<file path="config.mk">
export PLATFORM = sky130hd
export DESIGN_NAME = acd_regs
export DESIGN_NICKNAME = d
export VERILOG_FILES = /design/src/rtl/acd_pkg.sv /design/src/rtl/acd_sync.sv /design/src/rtl/acd_timebase.sv /design/src/rtl/acd_regs.sv
export SDC_FILE = /design/constraint.sdc
export NUM_CORES = 1
export LEC_CHECK = 0
export ABC_AREA = 1
export BUFFER_PORTS_ARGS = -buffer_cell sky130_fd_sc_hd__buf_2
export CELL_PAD_IN_SITES_DETAIL_PLACEMENT = 0
export CELL_PAD_IN_SITES_GLOBAL_PLACEMENT = 1
export CORE_MARGIN = 2
export CORE_UTILIZATION = 40
export CTS_CLUSTER_DIAMETER = 150
export CTS_CLUSTER_SIZE = 28
export DETAILED_ROUTE_END_ITERATION = 8
export PLACE_DENSITY = 0.84
export SETUP_SLACK_MARGIN = 0.2
export SYNTH_ARGS = -nofsm -noshare
export SYNTH_HDL_FRONTEND = slang
export SYNTH_HIERARCHICAL = 1
export SYNTH_SLANG_ARGS = --single-unit
</file>
<file path="constraint.sdc">
create_clock -name mclk_i -period 2.31 [get_ports mclk_i]
set_clock_uncertainty 0.2 [all_clocks]
set_input_delay 0.231 -clock mclk_i [delete_from_list [all_inputs] [get_ports mclk_i]]
set_output_delay 0.231 -clock mclk_i [all_outputs]
set_load 0.02 [all_outputs]
</file>
<file path="src/rtl/acd_pkg.sv">
// Purpose: Shared constants and types of the amplifier control bank.
// Assumes: A 200 MHz system clock and a 1 us diagnostic timebase.
// Notes:   Register codes sit in the top three bits of each byte.
package acd_pkg;
    // ----------------------------------------------------------------
    // Control byte layout
    // ----------------------------------------------------------------
    localparam int CODE_HI = 7;      // Register code, top bit.
    localparam int CODE_LO = 5;      // Register code, bottom bit.
    localparam int PAY_HI = 4;       // Payload, top bit.
    localparam int NUM_REGS = 5;     // Registers in the bank.
    localparam logic [2:0] REG_MODE = 3'h0;
    localparam logic [2:0] REG_DIAG = 3'h1;
    localparam logic [2:0] REG_IGN = 3'h2;
    localparam logic [2:0] REG_VOL_A = 3'h3;
    localparam logic [2:0] REG_VOL_B = 3'h4;
    localparam logic [4:0] PAY_RESET = 5'h00;
    // ----------------------------------------------------------------
    // Field positions inside the five-bit payload
    // ----------------------------------------------------------------
    localparam int MODE_POWER_ON = 4;   // Amplifier enable.
    localparam int MODE_IN_B = 3;       // Second input select.
    localparam int MODE_IN_A = 2;       // First input select.
    localparam int DIAG_ENABLE = 4;     // diag_enable.
    localparam int DIAG_REPEAT = 3;     // diag_repeat_mode.
    localparam int DIAG_CLEAR = 2;      // fault_clear.
    localparam int DIAG_ILIM = 1;       // current_limit_sel.
    localparam int IGN_OUT_SHORT = 0;   // Outputs shorted together.
    localparam int IGN_OPEN = 1;        // Open output.
    localparam int IGN_SUPPLY = 2;      // ignore_supply_short.
    localparam int IGN_OVERCUR = 3;     // ignore_overcurrent.
    localparam int IGN_THERMAL = 4;     // ignore_thermal.
    // ----------------------------------------------------------------
    // Timing
    // ----------------------------------------------------------------
    localparam int CLK_MHZ = 200;             // System clock rate.
    localparam int TICK_US = 1;               // Timebase period in us.
    localparam int TICK_CYCLES = TICK_US * CLK_MHZ;
    localparam logic [7:0] TICK_LAST = 8'(TICK_CYCLES - 1);
    localparam int STEP_US = 100;             // Length of one test.
    localparam logic [6:0] STEP_LAST = 7'(STEP_US / TICK_US - 1);
    localparam int PERIOD_MS = 60;            // Repeat period.
    localparam int PERIOD_US_DEF = PERIOD_MS * 1000;
    localparam logic [1:0] PH_NONE = 2'h0;    // Test phase codes.
    localparam logic [1:0] PH_SUPPLY = 2'h1;
    localparam logic [1:0] PH_SHORT = 2'h2;
    localparam logic [1:0] PH_OPEN = 2'h3;
    // Sequencer states.
    typedef enum logic [2:0] {
        SEQ_IDLE, SEQ_SUPPLY, SEQ_SHORT, SEQ_OPEN, SEQ_WAIT
    } acd_seq_t;
endpackage

</file>
<file path="src/rtl/acd_sync.sv">
// Purpose: Two-flop synchroniser bank for the analog sense inputs.
// Assumes: Inputs are slow levels from comparators.
// Notes:   The first stage feeds only the second stage.
`timescale 1ns/1ps
`default_nettype none
module acd_sync #(
    parameter int W = 5
) (
    // Clock and reset.
    input wire logic mclk_i,
    input wire logic reset_n_i,
    // Levels.
    input wire logic [W-1:0] async_i,
    output logic [W-1:0] sync_o
);
    logic [W-1:0] meta_r; // First stage, read only by the second.

    // ----------------------------------------------------------------
    // Two stages
    // ----------------------------------------------------------------
    // Both stages clear on reset so no stale fault leaks out.
    always_ff @(posedge mclk_i) begin
        if (!reset_n_i) begin
            meta_r <= '0;
            sync_o <= '0;
        end else begin
            meta_r <= async_i;
            sync_o <= meta_r;
        end
    end
endmodule // acd_sync
`default_nettype wire

</file>
<file path="src/rtl/acd_timebase.sv">
// Purpose: Divider giving a one-cycle enable once per microsecond.
// Assumes: The clock rate of the package.
// Notes:   All diagnostic timing counts these ticks.
`timescale 1ns/1ps
`default_nettype none
module acd_timebase
    import acd_pkg::*;
(
    // Clock and reset.
    input wire logic mclk_i,
    input wire logic reset_n_i,
    // Enable pulse.
    output logic tick_o
);
    logic [7:0] div_r; // Cycle counter within one tick.

    // ----------------------------------------------------------------
    // Divider
    // ----------------------------------------------------------------
    // The pulse is registered so it lasts exactly one cycle.
    always_ff @(posedge mclk_i) begin
        if (!reset_n_i) begin
            div_r <= 8'h00;
            tick_o <= 1'b0;
        end else if (div_r == TICK_LAST) begin
            div_r <= 8'h00;
            tick_o <= 1'b1;
        end else begin
            div_r <= div_r + 8'h01;
            tick_o <= 1'b0;
        end
    end
endmodule // acd_timebase
`default_nettype wire

</file>
<file path="src/rtl/acd_regs.sv">
// Purpose: Write-only control bank and output fault diagnostic sequencer.
// Assumes: A bus front end on mclk_i delivers each data byte as a strobe.
// Notes:   Sense inputs come from analog comparators and are resynced.
`timescale 1ns/1ps
`default_nettype none
// Functional notes
// Byte top three bits select register
// Mode bits: power, second, first input
// Diag bits: enable, repeat, clear, limit
// Power-up runs full test sequence always
// Shutdown during power-up, writes held
// Fault clear aborts power-up sequence
// Run starts on enable rising edge
// One-shot runs once; rewrite to rerun
// Repeat every 60 ms until stopped
// Repeat bit selects continuous mode
// Enable low skips tests, protection stays
// Fault keeps outputs off, indicator low
// Clear edge restores outputs and indicator
// Limit bit picks fixed or supply limit
// Ignore bits mask indicator per test
// Masked faults still disable outputs
// Started sequence runs every test; a fault or clear edge ends a started run early
// Registers 3, 4 hold volume codes
// Volume code monotonic, zero lowest gain
// Input bits mute, route or mix
// Write-only; reads never acknowledged
// Indicator latched until clear edge
module acd_regs
    import acd_pkg::*;
#(
    parameter int PERIOD_US = PERIOD_US_DEF // Repeat period in us.
) (
    // Clock and reset.
    input wire logic mclk_i,
    input wire logic reset_n_i,
    // Byte port from the serial front end.
    input wire logic wr_stb_i,
    input wire logic [7:0] wr_byte_i,
    input wire logic rd_req_i,
    output logic ack_o,
    // Analog sense comparators.
    input wire logic sense_supply_short_i,
    input wire logic sense_out_short_i,
    input wire logic sense_open_i,
    input wire logic sense_overcurrent_i,
    input wire logic sense_thermal_i,
    // Amplifier controls.
    output logic amp_enable_o,
    output logic [1:0] input_sel_o,
    output logic mute_o,
    output logic [4:0] gain_code_a_o,
    output logic [4:0] gain_code_b_o,
    output logic current_limit_sel_o,
    output logic [1:0] test_phase_o,
    output logic diag_busy_o,
    // Open-drain fault pin.
    output logic fault_n_o,
    output logic fault_oe_o
);
    import acd_pkg::*;

    // ----------------------------------------------------------------
    // Helpers and declarations
    // ----------------------------------------------------------------
    // True when a code names one of the five registers.
    function automatic logic code_valid(input logic [2:0] c);
        code_valid = (c <= REG_VOL_B);
    endfunction

    localparam logic [16:0] WAIT_LAST =
        17'(PERIOD_US / TICK_US - 3 * (STEP_US / TICK_US) - 1);

    logic tick;                        // One-microsecond enable.
    logic [4:0] sense;                 // Synchronised sense levels.
    logic [4:0] shadow_r [NUM_REGS];   // Bytes as written.
    logic [4:0] live_r [NUM_REGS];     // Bytes in force.
    logic por_r;                       // Power-up check running.
    logic en_prev_r;                   // Enable bit one cycle ago.
    logic clr_prev_r;                  // Clear bit one cycle ago.
    acd_seq_t state_r;                 // Sequencer state.
    logic [6:0] step_r;                // Ticks within one test.
    logic [16:0] wait_r;               // Ticks between sequences.
    logic fault_lat_r;                 // Outputs held off by a fault.
    logic fault_ind_r;                 // Indicator asserted.
    logic [2:0] wr_code;               // Code of the incoming byte.
    logic wr_ok;                       // Byte targets a real register.
    logic abort_por;                   // Clear written during power-up.
    logic start_req;                   // Enable rising edge.
    logic clr_rise;                    // Clear bit rising edge.
    logic step_end;                    // Last tick of a test.
    logic [4:0] tfault;                // Faults detected this cycle.
    logic new_fault;                   // Any fault detected.
    logic ind_set;                     // Unmasked fault detected.
    logic repeat_on;                   // Continuous mode selected.

    acd_timebase u_tb (
        .mclk_i(mclk_i),
        .reset_n_i(reset_n_i),
        .tick_o(tick)
    );

    acd_sync #(.W(5)) u_sync (
        .mclk_i(mclk_i),
        .reset_n_i(reset_n_i),
        .async_i({sense_thermal_i, sense_overcurrent_i,
                  sense_supply_short_i, sense_open_i,
                  sense_out_short_i}),
        .sync_o(sense)
    );

    // ----------------------------------------------------------------
    // Write decode
    // ----------------------------------------------------------------
    assign wr_code = wr_byte_i[CODE_HI:CODE_LO];
    assign wr_ok = wr_stb_i && code_valid(wr_code);
    // A clear written while the power-up check runs ends it at once.
    assign abort_por = por_r && wr_ok && (wr_code == REG_DIAG) &&
                       wr_byte_i[DIAG_CLEAR];
    assign repeat_on = live_r[REG_DIAG][DIAG_REPEAT];
    assign start_req = live_r[REG_DIAG][DIAG_ENABLE] && !en_prev_r;
    assign clr_rise = live_r[REG_DIAG][DIAG_CLEAR] && !clr_prev_r;
    assign step_end = tick && (step_r == STEP_LAST);

    // Only writes are answered; a read request never gets an ack.
    always_ff @(posedge mclk_i) begin
        if (!reset_n_i) begin
            ack_o <= 1'b0;
        end else begin
            ack_o <= wr_ok && !rd_req_i;
        end
    end

    // Every accepted byte lands in the shadow copy, busy or not.
    always_ff @(posedge mclk_i) begin
        if (!reset_n_i) begin
            for (int i = 0; i < NUM_REGS; i++) begin
                shadow_r[i] <= PAY_RESET;
            end
        end else if (wr_ok) begin
            shadow_r[wr_code] <= wr_byte_i[PAY_HI:0];
        end
    end

    // The live copy is frozen during the power-up check so that the
    // amplifier stays in shutdown; held bytes take effect afterwards.
    always_ff @(posedge mclk_i) begin
        if (!reset_n_i) begin
            for (int i = 0; i < NUM_REGS; i++) begin
                live_r[i] <= PAY_RESET;
            end
        end else if (!por_r) begin
            for (int i = 0; i < NUM_REGS; i++) begin
                live_r[i] <= shadow_r[i];
            end
        end
    end

    // Edge memories. Frozen with the live copy, so the first cycle
    // after the check sees any enable that was written meanwhile.
    always_ff @(posedge mclk_i) begin
        if (!reset_n_i) begin
            en_prev_r <= 1'b0;
            clr_prev_r <= 1'b0;
        end else begin
            en_prev_r <= live_r[REG_DIAG][DIAG_ENABLE];
            clr_prev_r <= live_r[REG_DIAG][DIAG_CLEAR];
        end
    end

    // ----------------------------------------------------------------
    // Fault detection
    // ----------------------------------------------------------------
    // Load tests only count in their own phase; over-current and
    // thermal are watched at all times.
    always_comb begin
        tfault = 5'h00;
        tfault[IGN_OUT_SHORT] = (state_r == SEQ_SHORT) && sense[0];
        tfault[IGN_OPEN] = (state_r == SEQ_OPEN) && sense[1];
        tfault[IGN_SUPPLY] = (state_r == SEQ_SUPPLY) && sense[2];
        tfault[IGN_OVERCUR] = sense[3];
        tfault[IGN_THERMAL] = sense[4];
    end

    assign new_fault = |tfault;
    assign ind_set = |(tfault & ~live_r[REG_IGN]);

    // Fault latch: any fault stops the outputs, masked or not. The
    // set wins over a clear edge that lands in the same cycle.
    always_ff @(posedge mclk_i) begin
        if (!reset_n_i) begin
            fault_lat_r <= 1'b0;
        end else if (new_fault) begin
            fault_lat_r <= 1'b1;
        end else if (clr_rise) begin
            fault_lat_r <= 1'b0;
        end
    end

    // Indicator latch: stays asserted after the fault goes away and
    // through repeated tests; only a clear edge releases it.
    always_ff @(posedge mclk_i) begin
        if (!reset_n_i) begin
            fault_ind_r <= 1'b0;
        end else if (ind_set) begin
            fault_ind_r <= 1'b1;
        end else if (clr_rise) begin
            fault_ind_r <= 1'b0;
        end
    end

    // ----------------------------------------------------------------
    // Diagnostic sequencer
    // ----------------------------------------------------------------
    // Reset enters the supply test with the power-up flag set, so the
    // first check runs whatever the enable bit says.
    always_ff @(posedge mclk_i) begin
        if (!reset_n_i) begin
            state_r <= SEQ_SUPPLY;
            por_r <= 1'b1;
            step_r <= 7'h00;
            wait_r <= 17'h00000;
        end else if (abort_por) begin
            state_r <= SEQ_IDLE;
            por_r <= 1'b0;
            step_r <= 7'h00;
        end else begin
            if (tick) begin
                step_r <= step_end ? 7'h00 : step_r + 7'h01;
            end
            case (state_r)
                SEQ_IDLE: begin
                    step_r <= 7'h00;
                    // A busy sequencer drops the edge: one run only.
                    if (start_req) begin
                        state_r <= SEQ_SUPPLY;
                    end
                end
                // A started run visits all three tests, mask or not;
                // only a fault or a clear edge cuts it short.
                SEQ_SUPPLY: begin
                    if (!por_r && (new_fault || clr_rise)) begin
                        state_r <= SEQ_IDLE;
                    end else if (step_end) begin
                        state_r <= SEQ_SHORT;
                    end
                end
                SEQ_SHORT: begin
                    if (!por_r && (new_fault || clr_rise)) begin
                        state_r <= SEQ_IDLE;
                    end else if (step_end) begin
                        state_r <= SEQ_OPEN;
                    end
                end
                SEQ_OPEN: begin
                    if (!por_r && (new_fault || clr_rise)) begin
                        state_r <= SEQ_IDLE;
                    end else if (step_end) begin
                        if (por_r) begin
                            state_r <= SEQ_IDLE;
                            por_r <= 1'b0;
                        end else if (repeat_on) begin
                            state_r <= SEQ_WAIT;
                            wait_r <= 17'h00000;
                        end else begin
                            state_r <= SEQ_IDLE;
                        end
                    end
                end
                // Pause so that runs start one period apart.
                SEQ_WAIT: begin
                    step_r <= 7'h00;
                    if (new_fault || clr_rise || !repeat_on) begin
                        state_r <= SEQ_IDLE;
                    end else if (tick && wait_r == WAIT_LAST) begin
                        state_r <= SEQ_SUPPLY;
                    end else if (tick) begin
                        wait_r <= wait_r + 17'h00001;
                    end
                end
                default: begin
                    state_r <= SEQ_IDLE;
                end
            endcase
        end
    end

    // ----------------------------------------------------------------
    // Registered outputs
    // ----------------------------------------------------------------
    // The amplifier runs only when powered on, past the power-up
    // check, and free of any latched fault.
    always_ff @(posedge mclk_i) begin
        if (!reset_n_i) begin
            amp_enable_o <= 1'b0;
        end else begin
            amp_enable_o <= live_r[REG_MODE][MODE_POWER_ON] && !por_r &&
                            !fault_lat_r;
        end
    end

    // Input routing, gain codes and limit mode follow the live copy.
    always_ff @(posedge mclk_i) begin
        if (!reset_n_i) begin
            input_sel_o <= 2'h0;
            mute_o <= 1'b1;
            gain_code_a_o <= PAY_RESET;
            gain_code_b_o <= PAY_RESET;
            current_limit_sel_o <= 1'b0;
        end else begin
            input_sel_o <= {live_r[REG_MODE][MODE_IN_B],
                            live_r[REG_MODE][MODE_IN_A]};
            mute_o <= !live_r[REG_MODE][MODE_IN_B] &&
                      !live_r[REG_MODE][MODE_IN_A];
            // Codes go straight to a monotonic gain ladder.
            gain_code_a_o <= live_r[REG_VOL_A];
            gain_code_b_o <= live_r[REG_VOL_B];
            current_limit_sel_o <= live_r[REG_DIAG][DIAG_ILIM];
        end
    end

    // Phase code steers the analog test hardware.
    always_ff @(posedge mclk_i) begin
        if (!reset_n_i) begin
            test_phase_o <= PH_NONE;
            diag_busy_o <= 1'b0;
        end else begin
            case (state_r)
                SEQ_SUPPLY: test_phase_o <= PH_SUPPLY;
                SEQ_SHORT: test_phase_o <= PH_SHORT;
                SEQ_OPEN: test_phase_o <= PH_OPEN;
                default: test_phase_o <= PH_NONE;
            endcase
            diag_busy_o <= (state_r != SEQ_IDLE);
        end
    end

    // Open drain: the pin is pulled low only while a fault is shown.
    always_ff @(posedge mclk_i) begin
        if (!reset_n_i) begin
            fault_n_o <= 1'b1;
            fault_oe_o <= 1'b0;
        end else begin
            fault_n_o <= !fault_ind_r;
            fault_oe_o <= fault_ind_r;
        end
    end

    // ----------------------------------------------------------------
    // Assertions
    // ----------------------------------------------------------------
    property p_no_read_ack;
        @(posedge mclk_i) disable iff (!reset_n_i)
        rd_req_i |=> !ack_o;
    endproperty
    a_no_read_ack: assert property (p_no_read_ack)
        else $error("Read request was acknowledged.");

    property p_write_ack;
        @(posedge mclk_i) disable iff (!reset_n_i)
        (wr_stb_i && !rd_req_i &&
            wr_byte_i[CODE_HI:CODE_LO] <= REG_VOL_B) |=> ack_o;
    endproperty
    a_write_ack: assert property (p_write_ack)
        else $error("Valid write was not acknowledged.");

    property p_por_off;
        @(posedge mclk_i) disable iff (!reset_n_i)
        por_r [*2] |=> !amp_enable_o;
    endproperty
    a_por_off: assert property (p_por_off)
        else $error("Amplifier enabled during power-up check.");

    property p_por_abort;
        @(posedge mclk_i) disable iff (!reset_n_i)
        (por_r && wr_stb_i && wr_byte_i[CODE_HI:CODE_LO] == REG_DIAG &&
            wr_byte_i[DIAG_CLEAR]) |=> !por_r && state_r == SEQ_IDLE;
    endproperty
    a_por_abort: assert property (p_por_abort)
        else $error("Clear did not abort power-up check.");

    property p_start;
        @(posedge mclk_i) disable iff (!reset_n_i)
        (state_r == SEQ_IDLE && !por_r &&
            $rose(live_r[REG_DIAG][DIAG_ENABLE])) |=> state_r == SEQ_SUPPLY;
    endproperty
    a_start: assert property (p_start)
        else $error("Enable edge did not start a run.");

    property p_oneshot;
        @(posedge mclk_i) disable iff (!reset_n_i)
        (state_r == SEQ_OPEN && step_end && !por_r &&
            !live_r[REG_DIAG][DIAG_REPEAT] && !new_fault && !clr_rise)
            |=> state_r == SEQ_IDLE;
    endproperty
    a_oneshot: assert property (p_oneshot)
        else $error("One-shot run did not stop.");

    property p_fault_hold;
        @(posedge mclk_i) disable iff (!reset_n_i)
        (fault_ind_r && !clr_rise) |=> fault_ind_r ##1 !fault_n_o;
    endproperty
    a_fault_hold: assert property (p_fault_hold)
        else $error("Indicator released without a clear edge.");

    property p_clear;
        @(posedge mclk_i) disable iff (!reset_n_i)
        (clr_rise && !new_fault) |=> !fault_lat_r;
    endproperty
    a_clear: assert property (p_clear)
        else $error("Clear edge did not release the fault.");

    property p_masked_off;
        @(posedge mclk_i) disable iff (!reset_n_i)
        sense[4] |=> fault_lat_r ##1 !amp_enable_o;
    endproperty
    a_masked_off: assert property (p_masked_off)
        else $error("Thermal fault did not disable outputs.");

    property p_limit;
        @(posedge mclk_i) disable iff (!reset_n_i)
        // Written byte, live copy, output: the bit shows three edges on.
        (wr_ok && wr_code == REG_DIAG && !por_r) |=> ##2
            current_limit_sel_o == $past(wr_byte_i[DIAG_ILIM], 3);
    endproperty
    a_limit: assert property (p_limit)
        else $error("Current limit select mismatch.");
endmodule // acd_regs
`default_nettype wire

</file>
==> out/qor.log, run 1 <==
INFO  final_layout   finish.cell_count_without_fillers=852
INFO  clock_tree     tritoncts=yes
INFO  floorplan      rows=40
INFO  critical_path  reg2reg_depth=10
INFO  global_routing grt_start_max_net_pins=57
INFO  timing         period_minus_slack=1960ps
INFO  critical_path  worstPathArrival=2030ps
INFO  synth          yosysTopAreaCell=sky130_fd_sc_hd__dfxtp_1
INFO  clock_tree     clk_sinks=116
INFO  final_layout   nets=691
INFO  floorplan      die_x=116µm
INFO  critical_path  worstSetupEndpointType=flop
INFO  clock_tree     worst_skew_pair.late_latency=410ps
INFO  synth          synth_area_leaders=sky130_fd_sc_hd__dfxtp_1 29%, sky130_fd_sc_hd__edfxtp_1 26%, sky130_fd_sc_hd__nand2_1 9.0%
INFO  place          port_buffers=37
INFO  power          power.leakage=2.78nW
INFO  floorplan      top_level_ports=38
INFO  global_routing first_global_vias=3601
INFO  clock_tree     number_of_clock_buffers_inserted_by_tritoncts=17
INFO  detailed_routing wire_length_per_cell_after_detailed_routing=11.3µm
INFO  synth          syn-mean-instance-area=8.19µm²
INFO  critical_path  worst-setup-path-type=reg -> reg
INFO  timing         report.final.setup_viol=0
INFO  synth          yosys_warnings=6
INFO  detailed_routing drcViolationCount=0
INFO  final_layout   area_growth_syn_to_layout=22.9%
INFO  floorplan      dieArea=13500µm²
INFO  power          report.power.total=0.00615W
INFO  global_routing antenna_found_initial=0
INFO  synth          most_frequent_cells_after_synthesis=121 x sky130_fd_sc_hd__nand2_1, 110 x sky130_fd_sc_hd__nor2_1, 101 x sky130_fd_sc_hd__inv_1, 72 x sky130_fd_sc_hd__dfxtp_1, 49 x sky130_fd_sc_hd__nand3_1
INFO  detailed_routing vias_per_cell=4.62
INFO  timing         final.setup.tns=0ps
INFO  hold_path      min_delay_path_depth=3
INFO  synth          syn_area=5030µm²
INFO  synth          most_instantiated_library_cell_after_synthesis=sky130_fd_sc_hd__nand2_1
INFO  global_routing overflow=0
INFO  hold_path      hold_path_class=in -> reg
INFO  timing         final_max_slew_viol_count=0
INFO  synth          synth-seq-area-share=54.9%
INFO  critical_path  peak_fanout_along_the_critical_path=7
INFO  clock_tree     postCtsSetupBuffers=0
INFO  timing         achievable-frequency=509MHz
INFO  timing         rsz0062_at_grt=true
INFO  power          max-vdd-ir-drop=0.622mV
INFO  detailed_routing vias=3932
INFO  synth          proportion_of_netlist_area_held_by_the_largest_area_contributor=28.6%
INFO  floorplan      die_height=116µm
INFO  timing         final_hold_viol_count=0
INFO  global_routing grt_first_pass_wirelength=16100µm
INFO  synth          synth_ff_type=sky130_fd_sc_hd__dfxtp_1
INFO  detailed_routing final_antenna_net_count=0
INFO  place          routabilityCongestion=0.833
INFO  hold_path      min_to=fault_lat_r
INFO  clock_tree     cts_htree_levels=4
INFO  final_layout   num_antenna_cells=0
INFO  clock_tree     clk_root_buffer_cell=sky130_fd_sc_hd__clkbuf_16
INFO  final_layout   final-seq-area=2770µm²
INFO  timing         max-slew-margin-rel=59.5%
INFO  synth          yosys.cell_types.count=35
INFO  flow_run       drv_cap=0
INFO  detailed_routing totalWireLength=9650µm
INFO  synth          synth-seq-cells=116
INFO  global_routing grt.total_usage=15.4%
INFO  place          dp_hpwl=6450µm
INFO  synth          asyncSetResetFlopFracSynth=0%
INFO  hold_path      min_from=reset_n_i
INFO  power          power.density_cell_area=994nW/µm²
INFO  critical_path  setup.reg_to_reg.worst_slack=350ps
INFO  synth          synth_enable_flop_cells=44
INFO  timing         fin_crit_sh=85.0%
INFO  final_layout   final_core_utilization=50.9%
INFO  place          place.detailed.instances=810
INFO  synth          postSynthNetCount=634
INFO  floorplan      start_util=41.4%
INFO  clock_tree     clk_pin_slew_worst_setup_hold_paths=50ps
INFO  detailed_routing drtPass1Iterations=5
INFO  clock_tree     max-clock-path-buffers=2
INFO  critical_path  critical_path.reg2reg.endpoint=state_r[0]
INFO  critical_path  worstReg2RegStart=state_r[2]
INFO  critical_path  critPathLaunchType=flop
INFO  final_layout   final_layout_size_suffix_gt1_share=16.2%
INFO  synth          post_synth_inst_count=614
INFO  critical_path  required=2380ps
INFO  final_layout   num-fill-cells=1155
INFO  final_layout   footprint_of_the_multi_input_gates=1810µm²
INFO  run_status     status=finished, final reports clean
INFO  floorplan      core-area=12200µm²
INFO  detailed_routing detailedRoute.firstIterationViolations=196
INFO  timing         tightestPinTransition=607ps
## final cells by class
| class | instances | share of cell area, % |
|---|---|---|
| multi-input cells | 378 | 29.3 |
| clock buffers | 22 | 7.51 |
| flip-flops and latches | 116 | 44.7 |
| inverters | 106 | 6.43 |
| repair buffers | 52 | 5.38 |
| well taps | 168 | 3.40 |
| clock inverters | 10 | 3.30 |
## placed cells by master, fill, tap and decap left out, types with 2 or more instances in the layout
cell / n
sky130_fd_sc_hd__nand2_4: 2
sky130_fd_sc_hd__edfxtp_1: 44
sky130_fd_sc_hd__nand2_2: 5
sky130_fd_sc_hd__dlygate4sd3_1: 9
sky130_fd_sc_hd__clkbuf_8: 2
sky130_fd_sc_hd__xor2_1: 4
sky130_fd_sc_hd__clkbuf_16: 17
sky130_fd_sc_hd__buf_4: 5
sky130_fd_sc_hd__o211ai_1: 4
sky130_fd_sc_hd__dfxtp_2: 3
sky130_fd_sc_hd__ha_1: 3
sky130_fd_sc_hd__a21oi_2: 4
sky130_fd_sc_hd__nand4_1: 12
sky130_fd_sc_hd__nor2_4: 4
sky130_fd_sc_hd__buf_2: 37
sky130_fd_sc_hd__nand2_1: 120
sky130_fd_sc_hd__nor2_1: 108
sky130_fd_sc_hd__nor2_2: 6
sky130_fd_sc_hd__or2_2: 4
sky130_fd_sc_hd__dfxtp_1: 69
sky130_fd_sc_hd__inv_2: 5
sky130_fd_sc_hd__a21oi_1: 22
sky130_fd_sc_hd__nor3_1: 11
sky130_fd_sc_hd__nand3_1: 49
sky130_fd_sc_hd__bufinv_16: 6
sky130_fd_sc_hd__o21ai_0: 7
sky130_fd_sc_hd__clkbuf_1: 3
sky130_fd_sc_hd__inv_1: 101
sky130_fd_sc_hd__clkinv_2: 3
## flip-flops by register name (all words and copies together) (netlist names), 2 cells and up
register / count
gain_code_a_o: 5
gain_code_b_o: 5
input_sel_o: 2
live_r: 22
shadow_r: 22
state_r: 3
step_r: 7
test_phase_o: 2
u_sync/meta_r: 5
u_sync/sync_o: 5
u_tb/div_r: 8
wait_r: 17
## worst max-delay path by stage
stage | startpoint | to | slack [ps]
after floorplan | step_r[1] | wait_r[7] | 480
after global placement | state_r[2] | wait_r[1] | 310
after detailed placement | state_r[2] | wait_r[1] | 250
after CTS | state_r[2] | wait_r[1] | 220
after global routing | step_r[1] | wait_r[1] | 200
final | state_r[2] | state_r[0] | 350
## worst max-delay path, cell delays in order, from the launching register on
cell and delay, ps:
sky130_fd_sc_hd__dfxtp_2 340, sky130_fd_sc_hd__inv_2 130, sky130_fd_sc_hd__nand4_1 130, sky130_fd_sc_hd__nand2_1 130, sky130_fd_sc_hd__nor2_4 60, sky130_fd_sc_hd__nand2_2 80
sky130_fd_sc_hd__nand2_1 120, sky130_fd_sc_hd__a21oi_1 300, sky130_fd_sc_hd__nand2_1 160, sky130_fd_sc_hd__nand3_1 100, sky130_fd_sc_hd__nand3_1 80
## per-layer routing
metal	part of all wire (%)	global-route usage (%)	routed length, µm
met1	46	18.6	4480
met2	49	25.8	4700
met3	3.4	3.89	328
met4	1.5	7.46	144
met5	0	0	0
## metrics by stage
step / hold WS, ps / area (µm²) / worst slack [ps]
2_1_floorplan: 108 / 5030 / 484
3_3_place_gp: 191 / 5380 / 309
3_5_place_dp: 204 / 5380 / 246
4_1_cts: 2.64 / 6140 / 220
5_1_grt: 30.9 / 6180 / 198
6_report: 14.5 / 6180 / 347
## timing repair
item,4_1_cts,5_1_grt
hold buffers,9,0
endpoints found under the setup margin,0,17
resized for setup,0,10
hold endpoints to repair,12,0
## cell families after synthesis
logic type / count (synthesis) / synth area share (%)
DFF: 116 / 54.9
xor gates and xnor gates: 4 / 0.696
and+or+nand+nor: 326 / 28.3
AOI/OAI and AO/OA: 44 / 5.37
buffers and inverters: 121 / 10.0
adders and majority gates: 3 / 0.746
## power by group
part	leakage [nW]	total (W)	switching (W)	internal [W]
Combinational	1.42	0.000755	0.000476	0.000279
Sequential	1.03	0.00243	0.000130	0.00230
Clock	0.328	0.00296	0.000890	0.00208
Total	2.78	0.00615	0.00150	0.00465
(Power assumes the default switching activity.)
==> run 2: changes to the inputs <==
--- a/config.mk
+++ b/config.mk
@@ -5,7 +5,7 @@
 export SDC_FILE = /design/constraint.sdc
 export NUM_CORES = 1
 export LEC_CHECK = 0
-export ABC_AREA = 1
+export ABC_AREA = 0
 export BUFFER_PORTS_ARGS = -buffer_cell sky130_fd_sc_hd__buf_2
 export CELL_PAD_IN_SITES_DETAIL_PLACEMENT = 0
 export CELL_PAD_IN_SITES_GLOBAL_PLACEMENT = 1
@@ -14,7 +14,7 @@
 export CTS_CLUSTER_DIAMETER = 150
 export CTS_CLUSTER_SIZE = 28
 export DETAILED_ROUTE_END_ITERATION = 8
-export PLACE_DENSITY = 0.84
+export PLACE_DENSITY = 0.83
 export SETUP_SLACK_MARGIN = 0.2
 export SYNTH_ARGS = -nofsm -noshare
 export SYNTH_HDL_FRONTEND = slang
==> constraint.sdc (replaced) <==
create_clock -name mclk_i -period 1.8 [get_ports mclk_i]
set_clock_uncertainty 0.2 [all_clocks]
set_input_delay 0.18 -clock mclk_i [delete_from_list [all_inputs] [get_ports mclk_i]]
set_output_delay 0.18 -clock mclk_i [all_outputs]
set_load 0.02 [all_outputs]
==> run 2 against run 1 <==
Net effect:
- the run now ends with setup timing left
- die area decreased by 5.6%
- routed wire length increased by 9.1%
- via count decreased by 6.2%
- critical path depth decreased by 3
- setup slack got worse by 940 ps
- first-iteration DRC count decreased by 28%
- sequential power increased by 18%
- largest power group unchanged
==> out/qor.log, run 2 <==
INFO  power          intPower=0.00493W [+5.8%]
INFO  power          total_switching_power=0.00153W [+2.6%]
INFO  timing         timing.final.ws_setup=-598ps [-944 ps]
INFO  clock_tree     max-clock-path-buffers=2 [unchanged]
INFO  synth          asyncSetResetFlopFracSynth=0% [unchanged]
INFO  critical_path  worstPathArrival=2490ps [+460 ps]
INFO  global_routing antenna_found_initial=0 [unchanged]
INFO  timing         final.setup.tns=-9920ps [-9920 ps]
INFO  detailed_routing wire_length_per_cell_after_detailed_routing=14.5µm [+28%]
INFO  global_routing grt_start_max_net_pins=35 [-39%]
INFO  synth          yosysTopAreaCell=sky130_fd_sc_hd__dfxtp_1
INFO  final_layout   layout.cells.most_common=sky130_fd_sc_hd__buf_4
INFO  timing         achievable-frequency=417MHz [-18%]
INFO  synth          most_frequent_cells_after_synthesis=75 x sky130_fd_sc_hd__and2_1, 72 x sky130_fd_sc_hd__dfxtp_1, 44 x sky130_fd_sc_hd__edfxtp_1, 32 x sky130_fd_sc_hd__nor2_1, 29 x sky130_fd_sc_hd__nand2_1
INFO  place          routabilityCongestion=0.830 [-0.47%]
INFO  floorplan      rows=39 [-2.5%]
INFO  detailed_routing totalWireLength=10500µm [+9.1%]
INFO  global_routing overflow=0 [unchanged]
INFO  power          power.clock.fraction=49.1% [+0.9 points]
INFO  critical_path  worstReg2RegStart=state_r[0]
INFO  floorplan      dieArea=12700µm² [-5.6%]
INFO  critical_path  required=1890ps [-490 ps]
INFO  synth          synth_ff_type=sky130_fd_sc_hd__dfxtp_1
INFO  critical_path  setup.reg_to_reg.worst_slack=-600ps [-940 ps]
INFO  clock_tree     worst_skew_pair.late_latency=410ps [about the same]
INFO  critical_path  critPathLaunchType=flop
INFO  final_layout   final-seq-area=2770µm² [+0.14%]
INFO  final_layout   biggestRegsByFlops=live_r: 22 flops, shadow_r: 22 flops, wait_r: 17 flops
INFO  hold_path      min_from=wr_byte_i[2]
INFO  timing         final_hold_viol_count=0 [unchanged]
INFO  power          power.density_cell_area=980nW/µm² [-1.4%]
INFO  critical_path  critical_path.reg2reg.endpoint=wait_r[9]
INFO  synth          synth_area_leaders=sky130_fd_sc_hd__dfxtp_1 30%, sky130_fd_sc_hd__edfxtp_1 28%, sky130_fd_sc_hd__and2_1 9.9%
INFO  clock_tree     cts_htree_levels=4 [unchanged]
INFO  final_layout   design_area=6590µm² [+6.6%]
INFO  synth          synth-seq-cells=116 [unchanged]
INFO  power          sw_frac_of_total=23.8% [-0.57 points]
INFO  synth          post_synth_inst_count=437 [-29%]
INFO  synth          synth-seq-area-share=58.3% [+3.4 points]
INFO  synth          yosys_warnings=6 [unchanged]
INFO  flow_run       drv_cap=0 [unchanged]
INFO  timing         period_minus_slack=2400ps [+434 ps]
INFO  detailed_routing final_antenna_net_count=0 [unchanged]
INFO  critical_path  worst-setup-path-type=reg -> reg
INFO  synth          synth_enable_flop_cells=44 [unchanged]
INFO  critical_path  peak_fanout_along_the_critical_path=4 [-3]
INFO  synth          most_instantiated_library_cell_after_synthesis=sky130_fd_sc_hd__and2_1
INFO  timing         finalHoldWorstSlack=33.6ps [+19.1 ps]
INFO  synth          postSynthNetCount=457 [-28%]
INFO  detailed_routing detailedRoute.firstIterationViolations=142 [-28%]
INFO  final_layout   nets=591 [-14%]
INFO  timing         max-slew-margin-rel=54.0% [-5.5 points]
INFO  place          placement.cell_area=5690µm² [+5.7%]
INFO  synth          proportion_of_netlist_area_held_by_the_largest_area_contributor=30.4% [+1.8 points]
INFO  final_layout   final_cell_mix=75 x sky130_fd_sc_hd__buf_4, 74 x sky130_fd_sc_hd__and2_1, 66 x sky130_fd_sc_hd__dfxtp_1
INFO  final_layout   num-fill-cells=944 [-18%]
INFO  global_routing first_global_vias=3612 [+0.31%]
INFO  clock_tree     clk_sinks=116 [unchanged]
INFO  final_layout   num_antenna_cells=0 [unchanged]
INFO  place          dp_hpwl=7370µm [+14%]
INFO  floorplan      core-area=11500µm² [-5.7%]
INFO  detailed_routing drcViolationCount=0 [unchanged]
INFO  timing         final_max_slew_viol_count=0 [unchanged]
INFO  timing         report.final.setup_viol=20 [+20]
INFO  critical_path  worst_setup_path_startpoint=state_r[0]
INFO  power          max-vdd-ir-drop=0.666mV [+7.1%]
INFO  global_routing grt.total_usage=17.7% [+2.3 points]
INFO  synth          yosys.cell_types.count=65 [+86%]
INFO  timing         fin_crit_sh=133% [+48 points]
INFO  floorplan      die_height=113µm [-2.9%]
INFO  floorplan      start_util=41.3% [-0.059 points]
INFO  global_routing grt_first_pass_wirelength=17400µm [+8.5%]
INFO  power          power_frac_seq=44.5% [+5.0 points]
INFO  clock_tree     number_of_clock_buffers_inserted_by_tritoncts=17 [unchanged]
INFO  floorplan      die_x=113µm [-2.9%]
INFO  final_layout   final_core_utilization=57.5% [+6.6 points]
INFO  synth          syn-mean-instance-area=10.8µm² [+32%]
INFO  critical_path  reg2reg_depth=7 [-3]
INFO  floorplan      top_level_ports=38 [unchanged]
INFO  timing         rsz0062_at_grt=true
INFO  synth          syn_area=4740µm² [-5.8%]
INFO  critical_path  worstSetupEndpointType=flop
INFO  clock_tree     tritoncts=yes
INFO  hold_path      hold_path_class=in -> reg
INFO  detailed_routing vias_per_cell=5.07 [+9.9%]
INFO  run_status     failed_checks=setup timing
INFO  clock_tree     clk_root_buffer_cell=sky130_fd_sc_hd__clkbuf_16
INFO  place          port_buffers=37 [unchanged]
INFO  power          power.leakage=2.67nW [-4.0%]
INFO  detailed_routing vias=3688 [-6.2%]
INFO  clock_tree     clk_pin_slew_worst_setup_hold_paths=60ps [about the same]
INFO  detailed_routing drtPass1Iterations=4 [-1]
INFO  critical_path  critical_path.endpoint=wait_r[9]
INFO  final_layout   area_growth_syn_to_layout=39.1%
INFO  run_status     status=finished with violations
INFO  timing         tightestPinTransition=682ps [+75.2 ps]
INFO  final_layout   final_layout_size_suffix_gt1_share=33.9% [+18 points]
INFO  power          power_frac_comb=6.4% [-5.9 points]
INFO  final_layout   footprint_of_the_multi_input_gates=2090µm² [+15%]
## run 2: cell count changes after synthesis, sizes merged, moves of 7 or more
| cell | previous run | this run |
|---|---|---|
| a21oi | 27 | 13 |
| o21ai | 9 | 19 |
| and3 | 0 | 8 |
| nand2 | 127 | 29 |
| a31oi | 0 | 7 |
| inv | 106 | 8 |
| nor2 | 118 | 32 |
| nor3 | 12 | 4 |
| nand3 | 50 | 15 |
| and2 | 0 | 75 |
## run 2: repair_timing
item / 4_1_cts / 5_1_grt
gates resized for setup: 31 / 10
hold buffers: 13 / 0
pin swaps: 18 / 13
buffers inserted: 3 / 2
cloned: 0 / 0
endpoints found under the setup margin: 56 / 36
endpoints found under the hold margin: 25 / 0
## run 2: logic make-up after synthesis
kind of cell | synth area share [%]
compound gates | 10.2
xor+xnor | 1.66
fa+ha+maj | 0.792
buf+inv | 2.11
flops | 58.3
mux | 0.898
simple gates | 26.0
## run 2: through the flow
stage	setup WS, ps	power [W]	std cells
floorplan	-542	0.00311	437
global placement	-533	0.00327	677
detailed placement	-586	0.00328	677
CTS	-574	0.00650	725
global route	-688	0.00669	727
finish	-598	0.00646	727
## run 2: power groups by stage
stage / clock network [W] / registers (W) / logic (W)
CTS: 0.00322 / 0.00287 / 0.000404
global route: 0.00335 / 0.00289 / 0.000456
finish: 0.00317 / 0.00287 / 0.000416
floorplan: 0 / 0.00294 / 0.000164
global placement: 0 / 0.00292 / 0.000343
detailed placement: 0 / 0.00293 / 0.000352
## run 2: per-layer routing
metal	GRT usage, %	part of all wire, %	routed length [µm]	vias up
met3	4.71	2.9	301	14
li1	-	-	-	1854
met1	21.8	45	4740	1759
met2	29.1	50	5310	61
met5	0	0	0	-
met4	7.72	1.7	181	0
## run 2: worst min path at each step
stage                             endpoint  slack, ps  depth (start not counted)
after floorplan           u_sync/meta_r[0]        100                          1
after global placement    u_sync/meta_r[2]        190                          2
after detailed placement  u_sync/meta_r[2]        190                          2
after CTS                   shadow_r[1][2]         20                          3
after global routing        shadow_r[1][2]         40                          3
final                       shadow_r[3][2]         30                          3
## run 2: area by class of cell
type,count,share of cell area [%]
Sequential cell,116,42.0
Multi-Input combinational cell,296,31.6
Timing Repair Buffer,131,14.5
Clock buffer,19,6.95
Tap cell,143,2.72
Clock inverter,13,1.65
Inverter,9,0.513
## run 2: critical path, stage by stage, from the launching register on
cell	delay, ps
sky130_fd_sc_hd__dfxtp_2	330
sky130_fd_sc_hd__mux2_4	290
sky130_fd_sc_hd__a2111o_1	440
sky130_fd_sc_hd__buf_6	170
sky130_fd_sc_hd__o41ai_4	250
sky130_fd_sc_hd__nand2_1	150
sky130_fd_sc_hd__o21bai_4	220
sky130_fd_sc_hd__o221a_1	220
==> run 3: changes to the inputs <==
--- a/config.mk
+++ b/config.mk
@@ -10,11 +10,12 @@
 export CELL_PAD_IN_SITES_DETAIL_PLACEMENT = 0
 export CELL_PAD_IN_SITES_GLOBAL_PLACEMENT = 1
 export CORE_MARGIN = 2
-export CORE_UTILIZATION = 40
+export CORE_UTILIZATION = 43
 export CTS_CLUSTER_DIAMETER = 150
 export CTS_CLUSTER_SIZE = 28
 export DETAILED_ROUTE_END_ITERATION = 8
-export PLACE_DENSITY = 0.83
+export HOLD_SLACK_MARGIN = 0.06
+export PLACE_DENSITY = 0.88
 export SETUP_SLACK_MARGIN = 0.2
 export SYNTH_ARGS = -nofsm -noshare
 export SYNTH_HDL_FRONTEND = slang
==> run 3 against run 2 <==
Net effect:
- combinational power grew 7.5%
- worst hold slack better by 39 ps
- count of clock-buffer cells in the layout rose by 1
- critical path type unchanged
- the flow still finishes with violations (setup timing)
- clock power up 7.3%
- register-to-register slack lost 130 ps
- core utilization rose by 6.1 points
- cell count grew 2.3%
==> out/qor.log, run 3 (synthesized netlist as in run 2, its figures left out) <==
INFO  detailed_routing wire_length_per_cell_after_detailed_routing=15.9µm [+9.5%]
INFO  timing         fin_crit_sh=141% [+7.3 points]
INFO  critical_path  worstReg2RegStart=state_r[0]
INFO  critical_path  critical_path.endpoint=wait_r[12]
INFO  critical_path  reg2reg_depth=8 [+1]
INFO  power          power.leakage=2.81nW [+5.4%]
INFO  critical_path  setup.reg_to_reg.worst_slack=-730ps [-130 ps]
INFO  critical_path  worst-setup-path-type=reg -> reg
INFO  floorplan      die_height=109µm [-3.4%]
INFO  final_layout   nets=611 [+3.4%]
INFO  critical_path  cp_max_stage_delay=450ps [about the same]
INFO  final_layout   biggestRegsByFlops=live_r: 22 flops, shadow_r: 22 flops, wait_r: 17 flops
INFO  flow_run       drv_cap=0 [unchanged]
INFO  detailed_routing detailedRoute.firstIterationViolations=172 [+21%]
INFO  hold_path      hold_path_class=in -> reg
INFO  final_layout   finish.cell_count_without_fillers=744 [+2.3%]
INFO  floorplan      core-area=10800µm² [-5.9%]
INFO  critical_path  critical_path.reg2reg.endpoint=wait_r[12]
INFO  place          routabilityCongestion=0.872 [+5.1%]
INFO  critical_path  critical-path-slowest-cell=sky130_fd_sc_hd__a2111o_1
INFO  final_layout   layout.cells.most_common=sky130_fd_sc_hd__buf_4
INFO  final_layout   final_core_utilization=63.5% [+6.1 points]
INFO  final_layout   num-fill-cells=781 [-17%]
INFO  global_routing grt_first_pass_wirelength=18700µm [+7.3%]
INFO  timing         rsz0062_at_grt=true
INFO  critical_path  cp_num_cells=8 [+1]
INFO  timing         period_minus_slack=2530ps [+132 ps]
INFO  timing         achievable-frequency=395MHz [-5.2%]
INFO  global_routing grt_start_max_net_pins=25 [-29%]
INFO  critical_path  required=2000ps [+110 ps]
INFO  final_layout   final-seq-area=2770µm² [about the same]
INFO  timing         timing.final.ws_setup=-730ps [-132 ps]
INFO  final_layout   num_antenna_cells=0 [unchanged]
INFO  timing         final_hold_viol_count=0 [unchanged]
INFO  final_layout   area_growth_syn_to_layout=44.8%
INFO  timing         final_max_slew_viol_count=0 [unchanged]
INFO  detailed_routing final_antenna_net_count=0 [unchanged]
INFO  global_routing first_global_vias=3944 [+9.2%]
INFO  critical_path  worst_setup_path_startpoint=state_r[0]
INFO  clock_tree     worst_skew_pair.late_latency=510ps [+100 ps]
INFO  detailed_routing vias_per_cell=5.26 [+3.6%]
INFO  critical_path  path_cells=mux2_4 -> a2111o_1 -> nor3b_4 -> nand4_1 -> buf_4 -> buf_6 -> a32oi_2 -> o41ai_2
INFO  run_status     failed_checks=setup timing
INFO  clock_tree     clk_sinks=116 [unchanged]
INFO  critical_path  worst-path-buf-inv=2 [+1]
INFO  clock_tree     tritoncts=yes
INFO  floorplan      start_util=43.9% [+2.6 points]
INFO  critical_path  worstPathArrival=2730ps [+240 ps]
INFO  timing         max-slew-margin-rel=43.1% [-11 points]
INFO  detailed_routing drcViolationCount=0 [unchanged]
INFO  clock_tree     max-clock-path-buffers=2 [unchanged]
INFO  place          dp_hpwl=7160µm [-2.8%]
INFO  detailed_routing drtPass1Iterations=4 [unchanged]
INFO  timing         report.final.setup_viol=21 [+5.0%]
INFO  final_layout   final_layout_size_suffix_gt1_share=35.1% [+1.2 points]
INFO  floorplan      dieArea=11900µm² [-6.7%]
INFO  floorplan      die_x=109µm [-3.4%]
INFO  place          port_buffers=37 [unchanged]
INFO  place          place.detailed.instances=675 [-0.30%]
INFO  final_layout   final_cell_mix=77 x sky130_fd_sc_hd__buf_4, 75 x sky130_fd_sc_hd__and2_1, 64 x sky130_fd_sc_hd__dfxtp_1
INFO  clock_tree     cts_htree_levels=4 [unchanged]
INFO  clock_tree     number_of_clock_buffers_inserted_by_tritoncts=17 [unchanged]
INFO  clock_tree     clk_root_buffer_cell=sky130_fd_sc_hd__clkbuf_8
INFO  power          max-vdd-ir-drop=0.874mV [+31%]
INFO  final_layout   footprint_of_the_multi_input_gates=2110µm² [+1.1%]
INFO  global_routing antenna_found_initial=0 [unchanged]
INFO  floorplan      rows=38 [-2.6%]
INFO  timing         tightestPinTransition=845ps [+162 ps]
INFO  run_status     status=finished with violations
INFO  global_routing overflow=0 [unchanged]
INFO  detailed_routing vias=3911 [+6.0%]
INFO  critical_path  peak_fanout_along_the_critical_path=4 [unchanged]
INFO  floorplan      top_level_ports=38 [unchanged]
INFO  critical_path  critPathTopFamily=compound AO/OA/AOI/OAI gates
INFO  detailed_routing totalWireLength=11800µm [+12%]
INFO  critical_path  worstSetupEndpointType=flop
INFO  global_routing grt.total_usage=20.9% [+3.3 points]
INFO  clock_tree     clk_pin_slew_worst_setup_hold_paths=60ps [about the same]
INFO  critical_path  critPathLaunchType=flop
INFO  power          power.density_cell_area=980nW/µm² [about the same]
run 3: cell types whose count changed in the layout (fill, tap and decap cells not counted), moves of 3 or more:
| cell | previous run | this run |
|---|---|---|
| sky130_fd_sc_hd__buf_6 | 5 | 13 |
| sky130_fd_sc_hd__nor2_1 | 27 | 30 |
| sky130_fd_sc_hd__dlygate4sd3_1 | 13 | 22 |
| sky130_fd_sc_hd__nor2_2 | 4 | 1 |
run 3: how the worst min path moves through the flow:
stage | start | slack (ps) | end | cells after the start
6_report | reset_n_i | 70 | shadow_r[0][4] | 3
5_1_grt | wr_byte_i[7] | 80 | shadow_r[0][2] | 4
4_1_cts | wr_byte_i[6] | 70 | shadow_r[0][4] | 4
3_5_place_dp | sense_supply_short_i | 190 | u_sync/meta_r[2] | 2
3_3_place_gp | sense_thermal_i | 190 | u_sync/meta_r[4] | 2
2_1_floorplan | reset_n_i | 100 | u_sync/meta_r[0] | 1
run 3: layout make-up:
| type | instances | area share, % |
|---|---|---|
| Clock buffer | 20 | 7.13 |
| Clock inverter | 12 | 1.86 |
| Inverter | 9 | 0.493 |
| Multi-Input combinational cell | 297 | 30.8 |
| Sequential cell | 116 | 40.4 |
| Tap cell | 140 | 2.55 |
| Timing Repair Buffer | 150 | 16.8 |
run 3: per-stage QoR:
| stage | total power [W] | cell area (µm²) | setup WS (ps) | hold slack (ps) | TNS [ps] |
|---|---|---|---|---|---|
| after floorplan | 0.00311 | 4830 | -542 | 102 | -7810 |
| after global placement | 0.00326 | 5680 | -540 | 187 | -10600 |
| after detailed placement | 0.00327 | 5680 | -624 | 188 | -14200 |
| after CTS | 0.00673 | 6650 | -621 | 67.1 | -11410 |
| after global routing | 0.00695 | 6860 | -765 | 78.9 | -13200 |
| final | 0.00672 | 6860 | -730 | 72.1 | -11880 |
run 3: worst min-delay path: cells and delay by family:
kind / cells / cell delay, ps
and+or+nand+nor: 1 / 120
buffers and inverters: 2 / 330
run 3: layer usage:
metal / GRT usage [%] / vias to the layer above / part of all wire, %
li1: - / 1888 / -
met1: 23.8 / 1853 / 40
met2: 35.7 / 131 / 51
met3: 5.44 / 39 / 5.9
met4: 11.5 / 0 / 3.4
met5: 0 / - / 0
run 3: what timing repair did:
action	in CTS	in global routing
setup endpoints to repair	57	93
hold endpoints to repair	59	14
hold buffers	20	3
pin swaps	12	18
setup buffers	9	5
cloned	0	1
resized for setup	21	33
run 3: where the power goes:
group | internal [W] | switching (W)
Sequential | 0.00283 | 0.0000442
Combinational | 0.000213 | 0.000235
Clock | 0.00212 | 0.00128
